<file path="src/include/sef_pkg.sv">
// constants and types for the serial eeprom select/clock front end
// assumes a 200 MHz system clock sampling the serial pins synchronously
package sef_pkg;

  ////////////////////////////////////////////////////////////////////////
  // clock and self-timed cycle lengths
  localparam int CLK_MHZ         = 200;
  localparam int WORD_PROG_US    = 2000;   // erase+write of one word
  localparam int ERASE_CYCLE_US  = 1000;   // erase_cycle_time
  localparam int ALL_PROG_US     = 15000;  // erase_all / write_all
  localparam int WORD_PROG_CYC   = WORD_PROG_US * CLK_MHZ;
  localparam int ERASE_CYCLE_CYC = ERASE_CYCLE_US * CLK_MHZ;
  localparam int ALL_PROG_CYC    = ALL_PROG_US * CLK_MHZ;
  localparam int TMR_W           = 22;

  ////////////////////////////////////////////////////////////////////////
  // array geometry and frame layout
  localparam int WORDS     = 16;
  localparam int WORD_W    = 16;
  localparam int ADDR_W    = 4;
  localparam int OP_W      = 4;
  localparam int CNT_W     = 5;
  localparam logic [CNT_W-1:0] HDR_LAST  = 5'h07;  // opcode+address bits - 1
  localparam logic [CNT_W-1:0] DATA_LAST = 5'h0f;
  localparam logic [CNT_W-1:0] RD_BITS   = 5'h10;
  localparam logic [WORD_W-1:0] ERASED   = 16'hffff;

  ////////////////////////////////////////////////////////////////////////
  // opcodes
  localparam logic [OP_W-1:0] OP_READ     = 4'h8;
  localparam logic [OP_W-1:0] OP_WRITE    = 4'h4;
  localparam logic [OP_W-1:0] OP_ERASE    = 4'hc;
  localparam logic [OP_W-1:0] OP_WR_EN    = 4'h3;
  localparam logic [OP_W-1:0] OP_WR_DIS   = 4'h0;
  localparam logic [OP_W-1:0] OP_ERASE_AL = 4'h2;
  localparam logic [OP_W-1:0] OP_WRITE_AL = 4'h1;

  typedef enum logic [2:0] {
    ST_WAIT  = 3'b000,
    ST_HDR   = 3'b001,
    ST_DATA  = 3'b010,
    ST_READ  = 3'b011,
    ST_DONE  = 3'b100
  } sef_state_t;

  typedef enum logic [1:0] {
    PK_WORD  = 2'b00,
    PK_ERASE = 2'b01,
    PK_ALL   = 2'b10
  } sef_kind_t;

  // serial pins from the master
  typedef struct packed {
    logic sel;
    logic sclk;
    logic serial_in;
  } sef_pins_t;

  // programming request to the cycle timer
  typedef struct packed {
    logic      start;
    sef_kind_t kind;
  } sef_prog_t;

endpackage

</file>
<file path="src/sef_prog_timer.sv">
// self-timed programming cycle counter
// assumes one start pulse per cycle, never while busy
`timescale 1ns/1ps
module sef_prog_timer
  import sef_pkg::*;
#(
  parameter int WORD_CYC  = WORD_PROG_CYC,
  parameter int ERASE_CYC = ERASE_CYCLE_CYC,
  parameter int ALL_CYC   = ALL_PROG_CYC
) (
  // clock and reset
  input  wire logic      ref_clk_i,
  input  wire logic      srst_i,
  // request
  input  wire sef_prog_t req_i,
  // status
  output logic           busy_o,
  output logic           done_o
);

  logic [TMR_W-1:0] cnt_r;

  function automatic logic [TMR_W-1:0] load_of(input sef_kind_t k);
    case (k)
      PK_WORD:  load_of = TMR_W'(WORD_CYC - 1);
      PK_ERASE: load_of = TMR_W'(ERASE_CYC - 1);
      PK_ALL:   load_of = TMR_W'(ALL_CYC - 1);
      default:  load_of = TMR_W'(WORD_CYC - 1);
    endcase
  endfunction

  ////////////////////////////////////////////////////////////////////////
  // internal time base, no serial clock needed
  always_ff @(posedge ref_clk_i) begin
    if (srst_i) begin
      cnt_r  <= '0;
      busy_o <= 1'b0;
      done_o <= 1'b0;
    end else begin
      done_o <= 1'b0;
      if (req_i.start && !busy_o) begin
        cnt_r  <= load_of(req_i.kind);
        busy_o <= 1'b1;
      end else if (busy_o) begin
        if (cnt_r == '0) begin
          busy_o <= 1'b0;
          done_o <= 1'b1;
        end else begin
          cnt_r <= cnt_r - 1'b1;
        end
      end
    end
  end

endmodule

</file>
<file path="src/sef_frontend.sv">
// serial eeprom front end: select, clock sampling, shifting, array, status
// assumes select, clock and serial input are synchronous to ref_clk_i
`timescale 1ns/1ps
// Function
// - select high selects; low means standby unless programming
// - programming finishes regardless of select
// - select low resets instruction logic
// - input bits sampled on clock rising edge
// - output bits advance on clock rising edge
// - halted clock loses no state
// - clock ignored while select low
// - before start bit, clocks change nothing
// - program cycle timed internally, no clocks
// - after last bit, ignore until select low
// - start, opcode, address, data in order
// - word program 2 ms; all 15 ms
// - array is sixteen sixteen-bit words
// - start bit is first edge select&input high; the code ignores such an edge while programming
// - read gives dummy zero, then MSB first
// - powers up write-disabled
// - reselect after program shows busy, ready
module sef_frontend
  import sef_pkg::*;
#(
  parameter int WORD_CYC  = WORD_PROG_CYC,
  parameter int ERASE_CYC = ERASE_CYCLE_CYC,
  parameter int ALL_CYC   = ALL_PROG_CYC
) (
  // clock and reset
  input  wire logic      ref_clk_i,
  input  wire logic      srst_i,
  // serial pins from the master
  input  wire sef_pins_t pins_i,
  // serial output pin
  output logic           serial_out_o,
  output logic           serial_out_oe_o,
  // device state
  output logic           standby_o,
  output logic           prog_busy_o
);

  ////////////////////////////////////////////////////////////////////////
  // declarations
  logic [WORD_W-1:0] mem_r [WORDS];
  sef_state_t        st_r;
  logic [CNT_W-1:0]  cnt_r;
  logic [7:0]        hdr_r;
  logic [WORD_W-1:0] data_r;
  logic [WORD_W-1:0] rd_r;
  logic              rd_bit_r;
  logic              rd_oe_r;
  logic              sclk_q_r;
  logic              wr_en_r;
  logic              seen_low_r;
  sef_prog_t         req_r;
  logic [ADDR_W-1:0] prog_addr_r;
  logic [WORD_W-1:0] prog_data_r;
  logic [OP_W-1:0]   prog_op_r;
  logic              tmr_busy;
  logic              tmr_done;
  logic              rise;
  logic              prog_active;
  logic [7:0]        hdr_full;
  logic [OP_W-1:0]   op;
  logic [ADDR_W-1:0] addr;

  function automatic sef_kind_t kind_of(input logic [OP_W-1:0] o);
    case (o)
      OP_ERASE:    kind_of = PK_ERASE;
      OP_ERASE_AL: kind_of = PK_ALL;
      OP_WRITE_AL: kind_of = PK_ALL;
      default:     kind_of = PK_WORD;
    endcase
  endfunction

  function automatic logic needs_data(input logic [OP_W-1:0] o);
    needs_data = (o == OP_WRITE) || (o == OP_WRITE_AL);
  endfunction

  ////////////////////////////////////////////////////////////////////////
  // clock edge detect, gated by select
  assign rise        = pins_i.sel && pins_i.sclk && !sclk_q_r;
  assign prog_active = tmr_busy || req_r.start;
  assign hdr_full    = {hdr_r[6:0], pins_i.serial_in};
  assign op          = hdr_full[7:4];
  assign addr        = hdr_full[3:0];

  always_ff @(posedge ref_clk_i) begin
    if (srst_i) begin
      sclk_q_r <= 1'b0;
    end else begin
      sclk_q_r <= pins_i.sclk;
    end
  end

  ////////////////////////////////////////////////////////////////////////
  // instruction sequencer
  always_ff @(posedge ref_clk_i) begin
    if (srst_i) begin
      st_r        <= ST_WAIT;
      cnt_r       <= '0;
      hdr_r       <= '0;
      data_r      <= '0;
      rd_r        <= '0;
      rd_bit_r    <= 1'b0;
      rd_oe_r     <= 1'b0;
      wr_en_r     <= 1'b0;
      req_r       <= '{start: 1'b0, kind: PK_WORD};
      prog_addr_r <= '0;
      prog_data_r <= '0;
      prog_op_r   <= '0;
    end else begin
      req_r.start <= 1'b0;
      if (!pins_i.sel) begin
        st_r    <= ST_WAIT;
        cnt_r   <= '0;
        rd_oe_r <= 1'b0;
      end else if (rise) begin
        case (st_r)
          ST_WAIT: begin
            if (pins_i.serial_in && !prog_active) begin
              st_r  <= ST_HDR;
              cnt_r <= '0;
            end
          end
          ST_HDR: begin
            hdr_r <= hdr_full;
            cnt_r <= cnt_r + 1'b1;
            if (cnt_r == HDR_LAST) begin
              cnt_r       <= '0;
              prog_addr_r <= addr;
              prog_op_r   <= op;
              if (op == OP_READ) begin
                rd_r     <= mem_r[addr];
                rd_bit_r <= 1'b0;
                rd_oe_r  <= 1'b1;
                st_r     <= ST_READ;
              end else if (needs_data(op)) begin
                st_r <= ST_DATA;
              end else begin
                st_r <= ST_DONE;
                if (op == OP_WR_EN) begin
                  wr_en_r <= 1'b1;
                end else if (op == OP_WR_DIS) begin
                  wr_en_r <= 1'b0;
                end else if (wr_en_r && (kind_of(op) != PK_WORD)) begin
                  // undefined opcodes start no cycle
                  req_r <= '{start: 1'b1, kind: kind_of(op)};
                end
              end
            end
          end
          ST_DATA: begin
            data_r <= {data_r[WORD_W-2:0], pins_i.serial_in};
            cnt_r  <= cnt_r + 1'b1;
            if (cnt_r == DATA_LAST) begin
              st_r        <= ST_DONE;
              prog_data_r <= {data_r[WORD_W-2:0], pins_i.serial_in};
              if (wr_en_r) begin
                req_r <= '{start: 1'b1, kind: kind_of(prog_op_r)};
              end
            end
          end
          ST_READ: begin
            if (cnt_r == RD_BITS) begin
              rd_oe_r <= 1'b0;
              st_r    <= ST_DONE;
            end else begin
              rd_bit_r <= rd_r[WORD_W-1];
              rd_r     <= {rd_r[WORD_W-2:0], 1'b0};
              cnt_r    <= cnt_r + 1'b1;
            end
          end
          ST_DONE: begin
            st_r <= ST_DONE;
          end
          default: begin
            st_r <= ST_WAIT;
          end
        endcase
      end
    end
  end

  ////////////////////////////////////////////////////////////////////////
  // self-timed cycle
  sef_prog_timer #(
    .WORD_CYC  (WORD_CYC),
    .ERASE_CYC (ERASE_CYC),
    .ALL_CYC   (ALL_CYC)
  ) u_timer (
    .ref_clk_i (ref_clk_i),
    .srst_i    (srst_i),
    .req_i     (req_r),
    .busy_o    (tmr_busy),
    .done_o    (tmr_done)
  );

  ////////////////////////////////////////////////////////////////////////
  // array update at cycle end, select not consulted
  always_ff @(posedge ref_clk_i) begin
    if (srst_i) begin
      for (int i = 0; i < WORDS; i++) begin
        mem_r[i] <= ERASED;
      end
    end else if (tmr_done) begin
      for (int i = 0; i < WORDS; i++) begin
        case (prog_op_r)
          OP_WRITE:    if (prog_addr_r == ADDR_W'(i)) mem_r[i] <= prog_data_r;
          OP_ERASE:    if (prog_addr_r == ADDR_W'(i)) mem_r[i] <= ERASED;
          OP_ERASE_AL: mem_r[i] <= ERASED;
          OP_WRITE_AL: mem_r[i] <= mem_r[i] & prog_data_r;
          default:     mem_r[i] <= mem_r[i];
        endcase
      end
    end
  end

  ////////////////////////////////////////////////////////////////////////
  // status window: select dropped during cycle, then raised
  always_ff @(posedge ref_clk_i) begin
    if (srst_i) begin
      seen_low_r <= 1'b0;
    end else if (!pins_i.sel && prog_active) begin
      seen_low_r <= 1'b1;
    end else if (!pins_i.sel) begin
      seen_low_r <= 1'b0;
    end
  end

  ////////////////////////////////////////////////////////////////////////
  // registered pin and state outputs
  always_ff @(posedge ref_clk_i) begin
    if (srst_i) begin
      serial_out_o    <= 1'b0;
      serial_out_oe_o <= 1'b0;
      standby_o       <= 1'b1;
      prog_busy_o     <= 1'b0;
    end else begin
      prog_busy_o <= prog_active;
      standby_o   <= !pins_i.sel && !prog_active;
      if (pins_i.sel && seen_low_r) begin
        serial_out_o    <= !prog_active;
        serial_out_oe_o <= 1'b1;
      end else begin
        serial_out_o    <= rd_bit_r;
        serial_out_oe_o <= rd_oe_r && pins_i.sel;
      end
    end
  end

endmodule

</file>
<file path="config.mk">
export PLATFORM = sky130hd
export DESIGN_NAME = sef_frontend
export DESIGN_NICKNAME = d
export VERILOG_FILES = /design/src/include/sef_pkg.sv /design/src/sef_prog_timer.sv /design/src/sef_frontend.sv
export SDC_FILE = /design/constraint.sdc
export NUM_CORES = 1
export LEC_CHECK = 0
export BUFFER_PORTS_ARGS = -buffer_cell sky130_fd_sc_hd__buf_2
export CAP_MARGIN = 20
export CORE_MARGIN = 1.5
export CORE_UTILIZATION = 58
export CTS_BUF_LIST = sky130_fd_sc_hd__clkbuf_16
export DETAILED_ROUTE_END_ITERATION = 10
export GPL_TIMING_DRIVEN = 0
export PLACE_DENSITY = 0.77
export SETUP_SLACK_MARGIN = 0.4
export SYNTH_ARGS = -nofsm -noshare
export SYNTH_HDL_FRONTEND = slang
export SYNTH_SLANG_ARGS = --single-unit
export TNS_END_PERCENT = 20
</file>
<file path="constraint.sdc">
create_clock -name ref_clk_i -period 2.9 [get_ports ref_clk_i]
set_clock_uncertainty 0.05 [all_clocks]
set_input_delay 0.145 -clock ref_clk_i [delete_from_list [all_inputs] [get_ports ref_clk_i]]
set_output_delay 0.145 -clock ref_clk_i [all_outputs]
set_load 0.005 [all_outputs]
</file>
## Word-level counts from Yosys, hierarchy flattened

Memory sizes are Yosys's and may differ from the RTL's.
Index checks and enable logic that the tools add are counted.
Widths: inputs -> output; s select.

| operators by class | value |
|---|---|
| $add $sub $neg | 2 |
| multiply operators | 0 |
| div/mod/pow operators | 0 |
| order comparisons | 0 |
| eq/ne operators | 48 |
| shift operators | 0 |
| mux-type cells | 295 |
| bitwise logic cells | 101 |
| reductions and logical operators | 42 |

Operator list:

| operator | number |
|---|---|
| $mux 16 | 83 |
| $and 16x16->16 | 16 |
| $mux 1 | 174 |
| $or 1x1->1 | 80 |
| $mux 22 | 3 |
| $eq 4x4->1 const B | 11 |
| $pmux 22 s2 | 1 |
| $mux 3 | 14 |
| $pmux 16 s2 | 1 |
| $eq 4x3->1 const B | 6 |
| $ne 2x2->1 const B | 12 |
| $logic_not 22->1 | 1 |
| $sub 22x1->22 const B | 1 |
| $eq 4x2->1 const B | 5 |
| $pmux 5 s4 | 1 |
| $mux 2 | 9 |
| $mux 5 | 3 |
| $pmux 3 s5 | 1 |
| $eq 4x1->1 const B | 3 |
| $reduce_and 4->1 | 3 |
| $reduce_and 11->1 | 1 |
| $reduce_and 5->1 | 2 |
| $reduce_bool 2->1 | 5 |
| $logic_and 1x1->1 | 9 |
| 26 further kinds | 43 |

| word-level totals | value |
|---|---|
| flip-flop bits (word level) | 106 |
| bits in latches | 0 |
| memory bits (writable) | 256 |
| memory bits (read-only) | 0 |
| bits of input ports | 5 |
| output and inout bits | 4 |
| word-level logic and storage cells | 511 |
| memories | 1 |

Memories:

| memory | depth | width | read ports | clocked after memory_dff | write ports | line | text |
|---|---|---|---|---|---|---|---|
| mem_r | 16 | 16 | 17 | 0 | 16 | sef_frontend.sv:44 | `logic [WORD_W-1:0] mem_r [WORDS];` |

## Depth between registers and ports, before layout

| depth | value |
|---|---|
| word-level depth | 21 |
| gate-level depth with buffers | 8 |
| mapped depth without buffers | 7 |

## Modules after synthesis

A second synthesis with hierarchy kept.

| second synthesis, totals | value |
|---|---|
| cell total of the unflattened synthesis | 1,639 |
| area, all modules | 18,281.3 um^2 |

By module, submodules not included:

| module | instances | cells an instance | area each (um^2) | sequential area each (um^2) |
|---|---|---|---|---|
| sef_frontend | 1 | 1,460 | 16,793.6 | 9,328.9 |
| sef_prog_timer | 1 | 179 | 1,487.7 | 480.5 |

## Worst setup path before layout

No wires, ideal clock.

| timing path | value |
|---|---|
| path kind | register to register |
| from | register prog_op_r[0] |
| to | memory mem_r[4][0], enable pin |
| setup time | 0.411 ns |
| arrival | 2.469 ns |
| path slack | -0.030 ns |
| cell stages (with the launch flop) | 5 |
| path buffers | 1 |
| cell sequence | dfxtp_1 > nor3b_4 > or4b_1 > buf_2 > o21ai_0 |

RTL lines:

| element | line | text |
|---|---|---|
| start, declared | sef_frontend.sv:58 | `logic [OP_W-1:0] prog_op_r;` |
| start signal, assigned | sef_frontend.sv:132 | `prog_op_r <= op;` |
| end, declared | sef_frontend.sv:44 |  |

==> metrics.md <==
| Metric | Value |
|---|---|
| GP Congestion | 0.932 |
| Initial antenna violation count | 0 |
| Post-synth EDFFs | 256 |
| Via density | 6.66 |
| CTS Sinks | 362 |
| PortBufs | 6 |
| Worst-path clk slew | 0.06 ns |
| Worst reg-to-reg path cell count | 7 |
| Drt pass-1 iters | 9 |
| Sequence of cells on the critical path | xnor2_1 > or3_1 > inv_1 > a21oi_2 > clkbuf_4 > o21ai_1 > buf_4 |
| Worst path required time | 3.14 ns |
| Worst-path maximum fanout | 11 |
| Wire per inst | 22.7 um |
| Fin. max-slew vios | 0 |
| Fmax | 389 MHz |
| Worst vdd ir | 0.571 mV |
| Kind of critical path | flop to flop |
| Worst-Skew Late Latency | 0.55 ns |
| Final setup fails | 0 |
| CP startpoint | prog_op_r[1] |
| Rows | 64 |
| Initial core utilization | 59.0% |
| Power Density | 546 mW/mm^2 |
| Die area | 0.0322 sq mm |
| Worst setup SP type | flop |
| Routed WL | 50300 um |
| R2r setup slk | 0.33 ns |
| Worst-Margin Slew | 1.02 ns |
| Post-Syn Area | 0.0180 sq mm |
| YS warnings | 0 |
| Nets | 1806 |
| Synth cell types | 75 |
| Seq cells post-synth | 362 |
| DR vias | 14800 |
| Crit path DAT | 2.81 ns |
| First-pass GRT wire length | 79100 um |
| Fin area | 0.0201 sq mm |
| Reg2Reg Launch Point | prog_op_r[1] |
| Min Hold Slack | 0.353 ns |
| Max Root-Sink Buffers | 3 |
| Avg Synthesized Cell Area | 10.5 sq um |
| Synth-to-Final Area Change | 11.7% |
| Diodes inserted | 0 |
| I/O Pins | 9 |
| Leak | 6.21 nW |
| Placed cell area | 0.0187 sq mm |
| Critical path's largest stage delay | 0.44 ns |
| Largest net degree at the start of global routing | 17 |
| RSZ-0062 raised after global routing | yes |
| Vias in the first global route | 14000 |
| Remaining global-route overflow | 0 |
| Status | finished, final reports clean |
| DP Wirelength | 35000 um |
| Filler cells | 2339 |
| Min Tclk post-route | 2.57 ns |
| Layout cell share with drive strength beyond 1 | 14.9% |
| Period utilization | 88.6% |
| Hold crit path type | input port to flop |
| Syn_nets | 1734 |
| First-iteration detailed-routing DRC count | 1901 |
| Antenna-violating nets left | 0 |
| Cts bufs inserted | 39 |
| FF-to-FF End | mem_r[3][7] |
| Width of the chip | 179 um |
| Crit path capture | mem_r[3][7] |
| Main synth FF type | edfxtp_1 |
| CP max-delay cell | dfxtp_1 |
| Slew HR | 32.2% |
| Htree depth | 2 |
| CP Capture Type | flop |
| Register area share after synthesis | 54.4% |
| # DRC | 0 |
| Core ar. | 0.0306 sq mm |
| Asr flop ratio synth | 0% |
| GRT Resource Usage Total | 31.9% |
| CTS tree | yes |
| Final Util | 65.9% |
| Die height | 179 um |
| Root Driver | clkbuf_16 |
| Max cap viols | 0 |
| Cells after Synth | 1721 |
| Final Hold Viols | 0 |
==> cells in the mapped netlist, types with 7 or more instances <==
library cell,count,share of area [%]
a211oi_1,34,1.4
a21oi_1,56,1.6
a31oi_1,11,0.38
buf_1,7,0.15
buf_2,19,0.53
clkbuf_1,127,2.6
dfxtp_1,106,12
edfxtp_1,256,43
ha_1,8,0.55
inv_1,13,0.27
mux2_2,61,3.8
mux2i_1,12,0.67
mux4_2,34,4.2
nand2_1,272,5.7
nand2b_1,109,3.8
nand3_1,40,1.1
nor2_1,62,1.3
nor2b_1,9,0.31
nor3_1,25,0.69
o21ai_0,191,5.3
o22ai_1,79,2.7
o32ai_1,49,2.4
or3_1,15,0.52
==> layout make-up <==
type,instances,area (sq um),area share (%)
flip-flops and latches,362,9810,48.7
multi-input cells,1186,7650,38.0
clock buffers,40,1000,4.97
plain buffers,160,687,3.41
well taps,396,495,2.46
repair buffers,31,253,1.25
clock inverters,31,200,0.994
inverters,13,48.8,0.242
==> where the power goes <==
| part | total (W) | switching [W] | internal [W] |
|---|---|---|---|
| clock network | 0.00477 | 0.00209 | 0.00268 |
| logic | 0.000431 | 0.000265 | 0.000166 |
| registers | 0.00580 | 0.0000965 | 0.00570 |
| total | 0.0110 | 0.00245 | 0.00855 |
==> worst min-delay path by stage <==
| stage | startpoint | endpoint | slack, ns | depth (start not counted) |
|---|---|---|---|---|
| finish | pins_i[1] | sclk_q_r | 0.35 | 3 |
| CTS | pins_i[0] | prog_data_r[0] | 0.30 | 4 |
| floorplan | srst_i | prog_busy_o | 0.20 | 1 |
| global route | pins_i[0] | data_r[0] | 0.34 | 4 |
| detailed placement | pins_i[1] | sclk_q_r | 0.35 | 2 |
| global placement | pins_i[1] | sclk_q_r | 0.34 | 2 |
==> worst max-delay path, delay by kind of cell (launching register included) <==
family | cells | cell delay [ns]
and+or+nand+nor | 1 | 0.21
DFF | 1 | 0.44
buffers and inverters | 3 | 0.75
xor gates and xnor gates | 1 | 0.15
AOI/OAI and AO/OA | 2 | 0.71
==> repair_timing <==
item / CTS / global route
pin swaps: 3 / 4
resized for setup: 15 / 44
hold endpoints to repair: 6 / 0
hold buffers: 3 / 0
setup buffers: 8 / 7
setup endpoints to repair: 432 / 396
==> per-layer routing <==
| metal | track usage (%) | vias to the layer above | part of all wire (%) | routed length (um) |
|---|---|---|---|---|
| met5 | 0 | - | 0 | 0 |
| met2 | 51.7 | 906 | 47 | 23500 |
| met3 | 5.46 | 145 | 10 | 5170 |
| met4 | 11.0 | 0 | 3.3 | 1660 |
| li1 | - | 6557 | - | - |
| met1 | 43.7 | 7172 | 40 | 20000 |
==> layout by cell type, fill, tap and decap left out, drive strengths merged, types with 25 or more instances in the layout <==
cell type and count:
nand2 272, edfxtp 256, o21ai 198, clkbuf 170
nand2b 109, dfxtp 106, o22ai 79, nor2 64
mux2 61, buf 58, a21oi 56, o32ai 49
nand3 40, a211oi 34, mux4 34, inv 33
nor3 25
==> state kept, by name, indices dropped and copies added (netlist names), 4 cells and up <==
signal and count:
cnt_r 5, prog_op_r 4, prog_addr_r 4, hdr_r 7, mem_r 256, u_timer.cnt_r 22, prog_data_r 16, rd_r 16
data_r 15
==> cells by family (layout without fill, tap and decap cells) <==
logic type      Yosys count  in the layout  synth area share (%)
flops                   362            362                  54.4
compound gates          469            469                  15.9
mux                     107            107                  8.72
buf+inv                 173            275                  3.88
xor+xnor                  8              8                 0.388
fa+ha+maj                 8              8                 0.555
simple gates            594            594                  16.1
==> stage by stage <==
step / power, W / instances / setup TNS [ns] / setup WS (ns)
after floorplan: 0.00614 / 1721 / -1.46 / -0.0303
after global routing: 0.0113 / 2219 / 0 / 0.243
after global placement: 0.00628 / 2123 / -143.30 / -0.843
after CTS: 0.0110 / 2212 / 0 / 0.159
final: 0.0110 / 2219 / 0 / 0.330
after detailed placement: 0.00630 / 2130 / -2.27 / -0.0938
Note: power is estimated with default switching activity, not from simulation.
